## config.mk

```make
export PLATFORM = sky130hd
export DESIGN_NAME = power_mode_and_alarm_regs
export DESIGN_NICKNAME = d
export VERILOG_FILES = /design/src/power_alarm_pkg.sv /design/src/power_mode_and_alarm_regs.sv /design/src/sticky_flag_bank.sv
export SDC_FILE = /design/constraint.sdc
export NUM_CORES = 1
export LEC_CHECK = 0
export BUFFER_PORTS_ARGS = -buffer_cell sky130_fd_sc_hd__buf_2
export CORE_ASPECT_RATIO = 1.1
export CORE_MARGIN = 1
export CORE_UTILIZATION = 55
export DETAILED_ROUTE_END_ITERATION = 16
export GPL_TIMING_DRIVEN = 1
export PLACE_DENSITY_LB_ADDON = 0.15
export SYNTH_ARGS = -nofsm -noshare
export SYNTH_HDL_FRONTEND = slang
export SYNTH_HIERARCHICAL = 1
export SYNTH_SLANG_ARGS = --single-unit
```

## constraint.sdc

```tcl
create_clock -name clock -period 4.21 [get_ports clock]
set_clock_uncertainty 0.2 [all_clocks]
set_input_delay 0.2105 -clock clock [delete_from_list [all_inputs] [get_ports clock]]
set_output_delay 0.2105 -clock clock [all_outputs]
set_load 0.03 [all_outputs]
```

## src/power_alarm_pkg.sv

```systemverilog
// shared constants and types for the power mode and alarm register bank
package power_alarm_pkg;

  // ****************************************************************
  // configuration port geometry
  // ****************************************************************
  localparam int ADDR_W = 12;
  localparam int DATA_W = 8;
  localparam int FLAG_W = 6;

  // ****************************************************************
  // register offsets
  // ****************************************************************
  localparam logic [ADDR_W-1:0] OFS_POWER_B = 12'h29a;
  localparam logic [ADDR_W-1:0] OFS_POWER_C = 12'h29b;
  localparam logic [ADDR_W-1:0] OFS_POWER_D = 12'h29c;
  localparam logic [ADDR_W-1:0] OFS_SUMMARY = 12'h2c0;
  localparam logic [ADDR_W-1:0] OFS_FLAGS = 12'h2c1;
  localparam logic [ADDR_W-1:0] OFS_MASK = 12'h2c2;

  // ****************************************************************
  // mode encodings and reset values
  // ****************************************************************
  localparam logic [DATA_W-1:0] MODE_B_REDUCED = 8'h06;
  localparam logic [DATA_W-1:0] MODE_B_FULL = 8'h0f;
  localparam logic [DATA_W-1:0] MODE_C_REDUCED = 8'h00;
  localparam logic [DATA_W-1:0] MODE_C_FULL = 8'h04;
  localparam logic [DATA_W-1:0] MODE_D_REDUCED = 8'h14;
  localparam logic [DATA_W-1:0] MODE_D_FULL = 8'h1b;
  localparam logic [FLAG_W-1:0] FLAGS_RESET = 6'h3f;
  localparam logic [DATA_W-1:0] MASK_RESET = 8'h3f;
  localparam logic [DATA_W-1:0] SUMMARY_RESET = 8'h00;

  // ****************************************************************
  // alarm flag bit positions
  // ****************************************************************
  localparam int BIT_DIV_MISMATCH = 0;
  localparam int BIT_SPARE = 1;
  localparam int BIT_REALIGN = 2;
  localparam int BIT_LINK = 3;
  localparam int BIT_PLL = 4;
  localparam int BIT_FIFO = 5;
  localparam int BIT_SUMMARY = 0;

  // ****************************************************************
  // carriers
  // ****************************************************************
  typedef struct packed {
    logic wr;
    logic rd;
    logic [ADDR_W-1:0] addr;
    logic [DATA_W-1:0] wdata;
  } cfg_req_t;

  typedef struct packed {
    logic valid;
    logic [DATA_W-1:0] rdata;
  } cfg_rsp_t;

  typedef struct packed {
    logic lane_fifo_fault_flag;
    logic serializer_pll_unlock_flag;
    logic link_not_running_flag;
    logic clock_realign_flag;
    logic divider_mismatch_flag;
  } alarm_events_t;

endpackage : power_alarm_pkg

```

## src/power_mode_and_alarm_regs.sv

```systemverilog
// power mode registers and alarm summary behind the configuration port
//
// Summary of operation
// - setting b is 8-bit rw; 0x06 reduced power, 0x0f full performance.
// - setting c is 8-bit rw; 0x00 reduced power, 0x04 full performance.
// - setting d is 8-bit rw; 0x14 reduced power, 0x1b full performance.
// - reset leaves all three settings at their full-performance codes.
// - summary bit 0 is one when any unmasked flag is set; resets zero.
// - each alarm source can be masked individually from the summary.
// - selected by software, the summary drives the status output pin.
// - latched flags reset to 0x3f, sticky, cleared by writes; 7:6 reserved.
// - writing one clears a flag bit; writing zero leaves it alone.
// - bit 5 sets on lane fifo fault, bit 4 on serializer pll unlock.
// - power-on and soft reset both set every alarm flag to one.
// - a set mask bit blocks its flag from the summary; masks reset 0x3f.
`timescale 1ns/1ns
module power_mode_and_alarm_regs (
  input wire logic clock,
  input wire logic srst,
  input wire logic soft_reset,
  input power_alarm_pkg::cfg_req_t cfg_req,
  output power_alarm_pkg::cfg_rsp_t cfg_rsp_ff,
  input power_alarm_pkg::alarm_events_t alarm_events,
  input wire logic status_pin_alarm_sel,
  input wire logic cal_status_in,
  output logic status_output_pin_ff,
  output logic [power_alarm_pkg::DATA_W-1:0] power_mode_code_b_ff,
  output logic [power_alarm_pkg::DATA_W-1:0] power_mode_code_c_ff,
  output logic [power_alarm_pkg::DATA_W-1:0] power_mode_code_d_ff,
  output logic reduced_power_ff,
  output logic alarm_summary_ff
);
  import power_alarm_pkg::*;

  // ****************************************************************
  // declarations
  // ****************************************************************
  logic any_reset;
  logic [DATA_W-1:0] alarm_mask_reg_ff;
  logic [FLAG_W-1:0] flags;
  logic [FLAG_W-1:0] flag_set;
  logic [FLAG_W-1:0] flag_clear;
  logic nxt_summary;
  logic [DATA_W-1:0] summary_word;
  logic [DATA_W-1:0] nxt_rdata;
  logic nxt_reduced;
  logic wr_b;
  logic wr_c;
  logic wr_d;
  logic wr_flags;
  logic wr_mask;

  // soft reset acts like the power-on reset on every register here
  assign any_reset = srst | soft_reset;

  // ****************************************************************
  // write decode
  // ****************************************************************
  // writes to the summary or to unmapped offsets fall through silently
  assign wr_b = cfg_req.wr && (cfg_req.addr == OFS_POWER_B);
  assign wr_c = cfg_req.wr && (cfg_req.addr == OFS_POWER_C);
  assign wr_d = cfg_req.wr && (cfg_req.addr == OFS_POWER_D);
  assign wr_flags = cfg_req.wr && (cfg_req.addr == OFS_FLAGS);
  assign wr_mask = cfg_req.wr && (cfg_req.addr == OFS_MASK);

  // ****************************************************************
  // power mode settings
  // ****************************************************************
  // any value is stored; keeping to the two codes is the host's duty
  always_ff @(posedge clock) begin
    if (any_reset) begin
      power_mode_code_b_ff <= MODE_B_FULL;
    end else if (wr_b) begin
      power_mode_code_b_ff <= cfg_req.wdata;
    end
  end

  // setting c
  always_ff @(posedge clock) begin
    if (any_reset) begin
      power_mode_code_c_ff <= MODE_C_FULL;
    end else if (wr_c) begin
      power_mode_code_c_ff <= cfg_req.wdata;
    end
  end

  // setting d
  always_ff @(posedge clock) begin
    if (any_reset) begin
      power_mode_code_d_ff <= MODE_D_FULL;
    end else if (wr_d) begin
      power_mode_code_d_ff <= cfg_req.wdata;
    end
  end

  // core sees reduced power only when all three agree; a mixed set,
  // which the host must avoid, falls back to full performance
  assign nxt_reduced = (power_mode_code_b_ff == MODE_B_REDUCED) &&
                       (power_mode_code_c_ff == MODE_C_REDUCED) &&
                       (power_mode_code_d_ff == MODE_D_REDUCED);

  // decoded mode, one cycle behind the settings
  always_ff @(posedge clock) begin
    if (any_reset) begin
      reduced_power_ff <= 1'b0;
    end else begin
      reduced_power_ff <= nxt_reduced;
    end
  end

  // ****************************************************************
  // alarm mask
  // ****************************************************************
  // reserved bits 7:6 are stored as written, reset zero
  always_ff @(posedge clock) begin
    if (any_reset) begin
      alarm_mask_reg_ff <= MASK_RESET;
    end else if (wr_mask) begin
      alarm_mask_reg_ff <= cfg_req.wdata;
    end
  end

  // ****************************************************************
  // latched alarm flags
  // ****************************************************************
  // event levels map onto flag positions; the spare bit has no source
  always_comb begin
    flag_set = '0;
    flag_set[BIT_FIFO] = alarm_events.lane_fifo_fault_flag;
    flag_set[BIT_PLL] = alarm_events.serializer_pll_unlock_flag;
    flag_set[BIT_LINK] = alarm_events.link_not_running_flag;
    flag_set[BIT_REALIGN] = alarm_events.clock_realign_flag;
    flag_set[BIT_DIV_MISMATCH] = alarm_events.divider_mismatch_flag;
    flag_set[BIT_SPARE] = 1'b0;
  end

  // write-one-to-clear, low six bits only
  assign flag_clear = wr_flags ? cfg_req.wdata[FLAG_W-1:0] : '0;

  // sticky storage, set wins over a simultaneous clear
  sticky_flag_bank #(
    .WIDTH(FLAG_W),
    .RESET_VALUE(FLAGS_RESET)
  ) u_flags (
    .clock(clock),
    .srst(srst),
    .soft_reset(soft_reset),
    .set_in(flag_set),
    .clear_in(flag_clear),
    .flags_ff(flags)
  );

  // ****************************************************************
  // alarm summary
  // ****************************************************************
  // combinational so a clear or mask change shows on the next read
  assign nxt_summary = |(flags & ~alarm_mask_reg_ff[FLAG_W-1:0]);

  // registered copy for the output port; the pin mux takes the combinational summary
  always_ff @(posedge clock) begin
    if (any_reset) begin
      alarm_summary_ff <= 1'b0;
    end else begin
      alarm_summary_ff <= nxt_summary;
    end
  end

  // only bit 0 carries the summary, the rest is reserved zero
  always_comb begin
    summary_word = SUMMARY_RESET;
    summary_word[BIT_SUMMARY] = nxt_summary;
  end

  // ****************************************************************
  // status output pin
  // ****************************************************************
  // pin carries either the calibration status or the alarm summary;
  // the register stage adds one cycle but keeps the pin glitch free
  always_ff @(posedge clock) begin
    if (any_reset) begin
      status_output_pin_ff <= 1'b0;
    end else if (status_pin_alarm_sel) begin
      status_output_pin_ff <= nxt_summary;
    end else begin
      status_output_pin_ff <= cal_status_in;
    end
  end

  // ****************************************************************
  // read path
  // ****************************************************************
  // unmapped offsets read zero; flag bits 7:6 read zero
  always_comb begin
    nxt_rdata = '0;
    unique case (cfg_req.addr)
      OFS_POWER_B: nxt_rdata = power_mode_code_b_ff;
      OFS_POWER_C: nxt_rdata = power_mode_code_c_ff;
      OFS_POWER_D: nxt_rdata = power_mode_code_d_ff;
      OFS_SUMMARY: nxt_rdata = summary_word;
      OFS_FLAGS: nxt_rdata = {2'h0, flags};
      OFS_MASK: nxt_rdata = alarm_mask_reg_ff;
      default: nxt_rdata = '0;
    endcase
  end

  // read answer one cycle after the request; rdata held until the next read, valid drops without one
  always_ff @(posedge clock) begin
    if (any_reset) begin
      cfg_rsp_ff <= '0;
    end else if (cfg_req.rd) begin
      cfg_rsp_ff.valid <= 1'b1;
      cfg_rsp_ff.rdata <= nxt_rdata;
    end else begin
      cfg_rsp_ff.valid <= 1'b0;
    end
  end

endmodule : power_mode_and_alarm_regs

```

## src/sticky_flag_bank.sv

```systemverilog
// sticky alarm flags with write-one-to-clear and set-over-clear priority
`timescale 1ns/1ns
module sticky_flag_bank #(
  parameter int WIDTH = 6,
  parameter logic [WIDTH-1:0] RESET_VALUE = '1
) (
  input wire logic clock,
  input wire logic srst,
  input wire logic soft_reset,
  input wire logic [WIDTH-1:0] set_in,
  input wire logic [WIDTH-1:0] clear_in,
  output logic [WIDTH-1:0] flags_ff
);

  // ****************************************************************
  // one flop per flag
  // ****************************************************************
  genvar i;
  generate
    for (i = 0; i < WIDTH; i++) begin : g_flag
      // both resets load the reset pattern; a set beats a clear
      always_ff @(posedge clock) begin
        if (srst || soft_reset) begin
          flags_ff[i] <= RESET_VALUE[i];
        end else if (set_in[i]) begin
          flags_ff[i] <= 1'b1;
        end else if (clear_in[i]) begin
          flags_ff[i] <= 1'b0;
        end
      end
    end
  endgenerate

endmodule : sticky_flag_bank

```

---- Word level (Yosys, flattened, before mapping) ----
Cells that the tools add are included.
cells by class
  equality and inequality tests ........... 8
  multiplexer cells ....................... 4
  bitwise logic cells ..................... 3
  reductions and logical operators ........ 15
operators by type and width
  cell                  number
  $eq 12x10->1 const B  6
  $pmux 8 s6            1
  $reduce_or 2->1       5
  $eq 8x3->1 const B    1
  $eq 8x5->1 const B    1
  $logic_not 8->1       1
  $logic_and 1x1->1     7
  $and 6x6->6           1
  $mux 6                1
  $not 6->6             1
  $reduce_or 6->1       1
  $mux 1                2
  $logic_or 1x1->1      1
  $or 1x1->1            1
storage, ports and cells
  register bits ........................... 50
  input port bits ......................... 32
  output and inout port bits .............. 36

---- Longest topological paths before layout ----
  depth after elaboration ................. 4
  gate-level depth with buffers ........... 8

---- By module ----
The synthesis kept the hierarchy.
by module, submodules not included
  module                     times used  cells an instance  area each (µm²)
  power_mode_and_alarm_regs  1           254                2188.3
  sticky_flag_bank           1           20                 212.7

---- Least setup slack after synthesis ----
OpenSTA, ideal clock, no wires.
  path type ............................... input -> register
  from .................................... in cfg_req[12] (netlist bit)
  to ...................................... reg u_flags.flags_ff[0]
  library setup time ...................... 0.120 ns
  arrival time ............................ 1.364 ns
  data required time ...................... 3.890 ns
  slack ................................... 2.526 ns
  stages .................................. 6
  path buffers ............................ 0
  cell sequence ........................... nor3b_2 nand3_2 nor2_1 and2_1 inv_1 a211o_1
on the way
  word-level cells in the longest chain between the ends .. 3
RTL lines
  element                          RTL line                          RTL
  from (decl)                      power_mode_and_alarm_regs.sv:21   input power_alarm_pkg::cfg_req_t cfg_req,
  $eq 12x10->1                     power_mode_and_alarm_regs.sv:63   assign wr_flags = cfg_req.wr && (cfg_req.addr == OFS_FLAGS);
  $logic_and 1x1->1                power_mode_and_alarm_regs.sv:63
  $mux 6                           power_mode_and_alarm_regs.sv:138  assign flag_clear = wr_flags ? cfg_req.wdata[FLAG_W-1:0] : '0;
  net flag_clear[0]                power_mode_and_alarm_regs.sv:42   logic [FLAG_W-1:0] flag_clear;
  to (signal, indexed assignment)  sticky_flag_bank.sv:24            flags_ff[i] <= RESET_VALUE[i];
  to (decl)                        sticky_flag_bank.sv:12            output logic [WIDTH-1:0] flags_ff
The timed path passes the listed nets, and every way through them passes these cells.
A chain may end at the register's enable or synchronous reset.

---- Final worst setup path ----
Ends and elaborated chain as after synthesis.

==> results.py <==
metrics = {
    "sta": {
        "setup_violations": 0,
        "timing.fmax_ghz": 0.5256,
        "rsz0062_at_grt": "false",
        "worst_pin_slew_ns": 0.5255,
        "fin_crit_ns": 1.903,
        "slew_headroom": 0.6497,
        "slew_viol_final": 0,
        "min_period_over_period": 0.4519,
        "setup_ws_ns": 2.307,
        "fin_setup_tns_ns": 0,
        "hold_viol": 0,
    },
    "worst_setup_path": {
        "path_max_fanout": 8,
        "cp.required_ns": 4.21,
        "r2r-end": "status_output_pin_ff",
        "crit_path_end_kind": "flip-flop",
        "cp.arrival_ns": 1.90,
        "worstSetupEndpoint": "u_flags/flags_ff[0]",
        "r2r_slack_ns": 2.38,
        "regToRegStartpoint": "u_flags/flags_ff[4]",
        "crit_type": "input port to flip-flop",
        "reg2reg_depth": 5,
        "crit_path_start": "cfg_req[12]",
        "start_kind": "input port",
    },
    "route": {
        "first_iter_violations": 173,
        "ant_nets": 0,
        "vias": 2255,
        "avgRoutedWirePerCell_um": 16.33,
        "finalWirelength_mm": 6.500,
        "via_per_inst": 5.666,
        "drt-pass1-iter-count": 4,
        "drc": 0,
    },
    "place": {
        "io_buffers": 67,
        "place_congestion": 0.8205,
        "place_ws_ns": 2.018,
        "dp_hpwl_mm": 4.611,
    },
    "floorplanning": {
        "fp.dieW_um": 65.00,
        "rows": 24,
        "dieArea_um2": 4634,
        "coreArea_um2": 4084,
        "start_util": 0.5879,
        "fp.dieH_um": 71.30,
        "io_pins": 68,
    },
    "final_layout": {
        "layout-drive-gt1-share": 0.2572,
        "antenna_cells": 0,
        "area_growth_pct": 21.89,
        "postLayoutCoreUtil": 0.7166,
        "num-nets-final": 377,
    },
    "yosys": {
        "ys.flop_type": "dfxtp_1",
        "ys_ff_latch": 50,
        "synth_area_leader_cell": "dfxtp_1",
        "ys_top_cells_by_count": "nand2_1, dfxtp_1, mux2i_1, nor2_1, inv_1",
        "synthCells": 274,
        "synth_top_family_by_area": "simple AND/OR/NAND/NOR gates",
        "synth_compound_area_frac": 0.1615,
        "async_reset_ff_frac": 0,
        "synth_edf_count": 0,
        "synth.top_cell.area_share": 0.4169,
        "syn_area_um2": 2401,
        "synth_xor_area_frac": 0,
        "ys_types": 51,
        "synthSimpleGateAreaFrac": 0.2725,
        "syn_area_per_cell_um2": 8.763,
        "synth_most_common_cell": "nand2_1",
        "synth.area.mux_share": 0.08755,
        "yosys_warnings": 6,
        "synth_adder_area_share": 0,
        "syn-num-nets": 306,
        "yosysSeqAreaShare": 0.4169,
        "ys_top_cells_by_area": "dfxtp_1, mux2i_1, nand2_1",
    },
    "run_status": {
        "outcome": "complete, no violations",
    },
    "clock_tree": {
        "numClockSinks": 50,
        "htree_levels": 2,
        "cts_buffer_depth": 2,
        "cts_tree": "yes",
        "cts-root-buf": "clkbuf_8",
        "clk_latency_ns": 0.30,
        "cts_inserted_buffers": 5,
        "cts.clk_slew.worst_paths_ns": 0.08,
    },
    "grt": {
        "grt_start_max_net_pins": 24,
        "grt_use_total": 0.2947,
        "overflow": 0,
        "grt_pass1_wl_mm": 10.07,
        "grt_pass1_vias": 1988,
        "antenna_found_initial": 0,
    },
    "power_and_ir_drop": {
        "leakage_nw": 1.272,
        "vdd_drop_max_uv": 234.7,
        "power_density_nw_per_um2": 301.6,
    },
    "hold_path": {
        "hold_class": "input port to flip-flop",
    },
    "run": {
        "cap_violations": 0,
    },
}
logic make-up (layout without fill, tap and decap cells):
kind of cell    count (synthesis)  in the layout
flops                          50             50
mux                            21             21
simple gates                  124            124
compound gates                 51             51
other cells                     1              1
buf+inv                        27             99
layer usage:
layer	GRT usage	routed length [um]
met1	0.3917	2861
met2	0.4815	3179
met3	0.05892	389
met4	0.08889	70
met5	0	0
stage by stage:
step           area [um2]  power [mW]  hold WS [ns]  cells
5_1_grt              2927      0.9086       0.03572    398
2_1_floorplan        2401      0.5207        0.1061    274
3_3_place_gp         2710      0.5498        0.1932    379
6_report             2927      0.8828       0.01886    398
3_5_place_dp         2710      0.5514        0.1984    379
4_1_cts              2927      0.8856       0.01688    398
report_power, final:
part / total [mW] / internal, mW / leakage (nW) / switching [mW]
sequential: 0.475 / 0.474 / 0.404 / 0.000610
clock: 0.334 / 0.178 / 0.0524 / 0.156
combinational: 0.0737 / 0.0295 / 0.815 / 0.0442
worst max-delay path: stages:
cell and delay, ns:
buf_2 0.11, nor3b_2 0.44, nand3_2 0.29, nor2_1 0.35
and2_1 0.18, inv_1 0.04, a211o_1 0.27
state kept, by name, indices dropped and copies added, names as in the netlist:
register,flops
status_output_pin_ff,1
power_mode_code_d_ff,8
alarm_summary_ff,1
power_mode_code_b_ff,8
u_flags/flags_ff,6
reduced_power_ff,1
alarm_mask_reg_ff,8
cfg_rsp_ff,9
power_mode_code_c_ff,8
layout by cell type, fill, tap and decap left out, drive strengths merged, types with 2 or more instances in the layout:
| cell type | Yosys | layout |
|---|---|---|
| nor4 | 3 | 3 |
| mux2i | 21 | 21 |
| a22o | 2 | 2 |
| dfxtp | 50 | 50 |
| o21ai | 3 | 3 |
| inv | 12 | 12 |
| or2 | 2 | 2 |
| a311oi | 4 | 4 |
| nor2 | 21 | 21 |
| a22oi | 6 | 6 |
| clkbuf | 7 | 7 |
| nor3 | 2 | 2 |
| and4 | 2 | 2 |
| buf | 8 | 68 |
| o22ai | 3 | 3 |
| nor4b | 2 | 2 |
| nor2b | 2 | 2 |
| and2 | 10 | 10 |
| nand2 | 52 | 52 |
| nand3 | 12 | 12 |
| o22a | 5 | 5 |
| and3 | 3 | 3 |
| dlygate4sd3 | 0 | 11 |
| nor3b | 2 | 2 |
| a211o | 6 | 6 |
| a32o | 2 | 2 |
| a21oi | 14 | 14 |
| nand4 | 4 | 4 |
| nand2b | 3 | 3 |
area by class of cell:
cell class | instances | area (um2)
multi-input cells | 197 | 1256
well taps | 52 | 65.06
repair buffers | 79 | 452.9
fillers | 347 | 1157
clock inverters | 1 | 30.03
inverters | 12 | 45.04
flip-flops and latches | 50 | 1001
clock buffers | 7 | 76.32
what timing repair did:
item | CTS | global route
resized for setup | 0 | 0
hold endpoints to repair | 15 | 0
hold buffers | 11 | 0
buffers inserted | 0 | 0
worst min-delay path by stage:
stage | start | to | slack (ns) | cells past startpoint
after floorplan | status_pin_alarm_sel | status_output_pin_ff | 0.11 | 1
after global placement | alarm_events[0] | u_flags/flags_ff[0] | 0.19 | 2
after detailed placement | alarm_events[2] | u_flags/flags_ff[3] | 0.20 | 2
after CTS | cfg_req[4] | power_mode_code_c_ff[4] | 0.02 | 3
after global routing | cfg_req[4] | power_mode_code_d_ff[4] | 0.04 | 3
final | cfg_req[3] | power_mode_code_c_ff[3] | 0.02 | 3
Power figures use the tool's default switching activity.
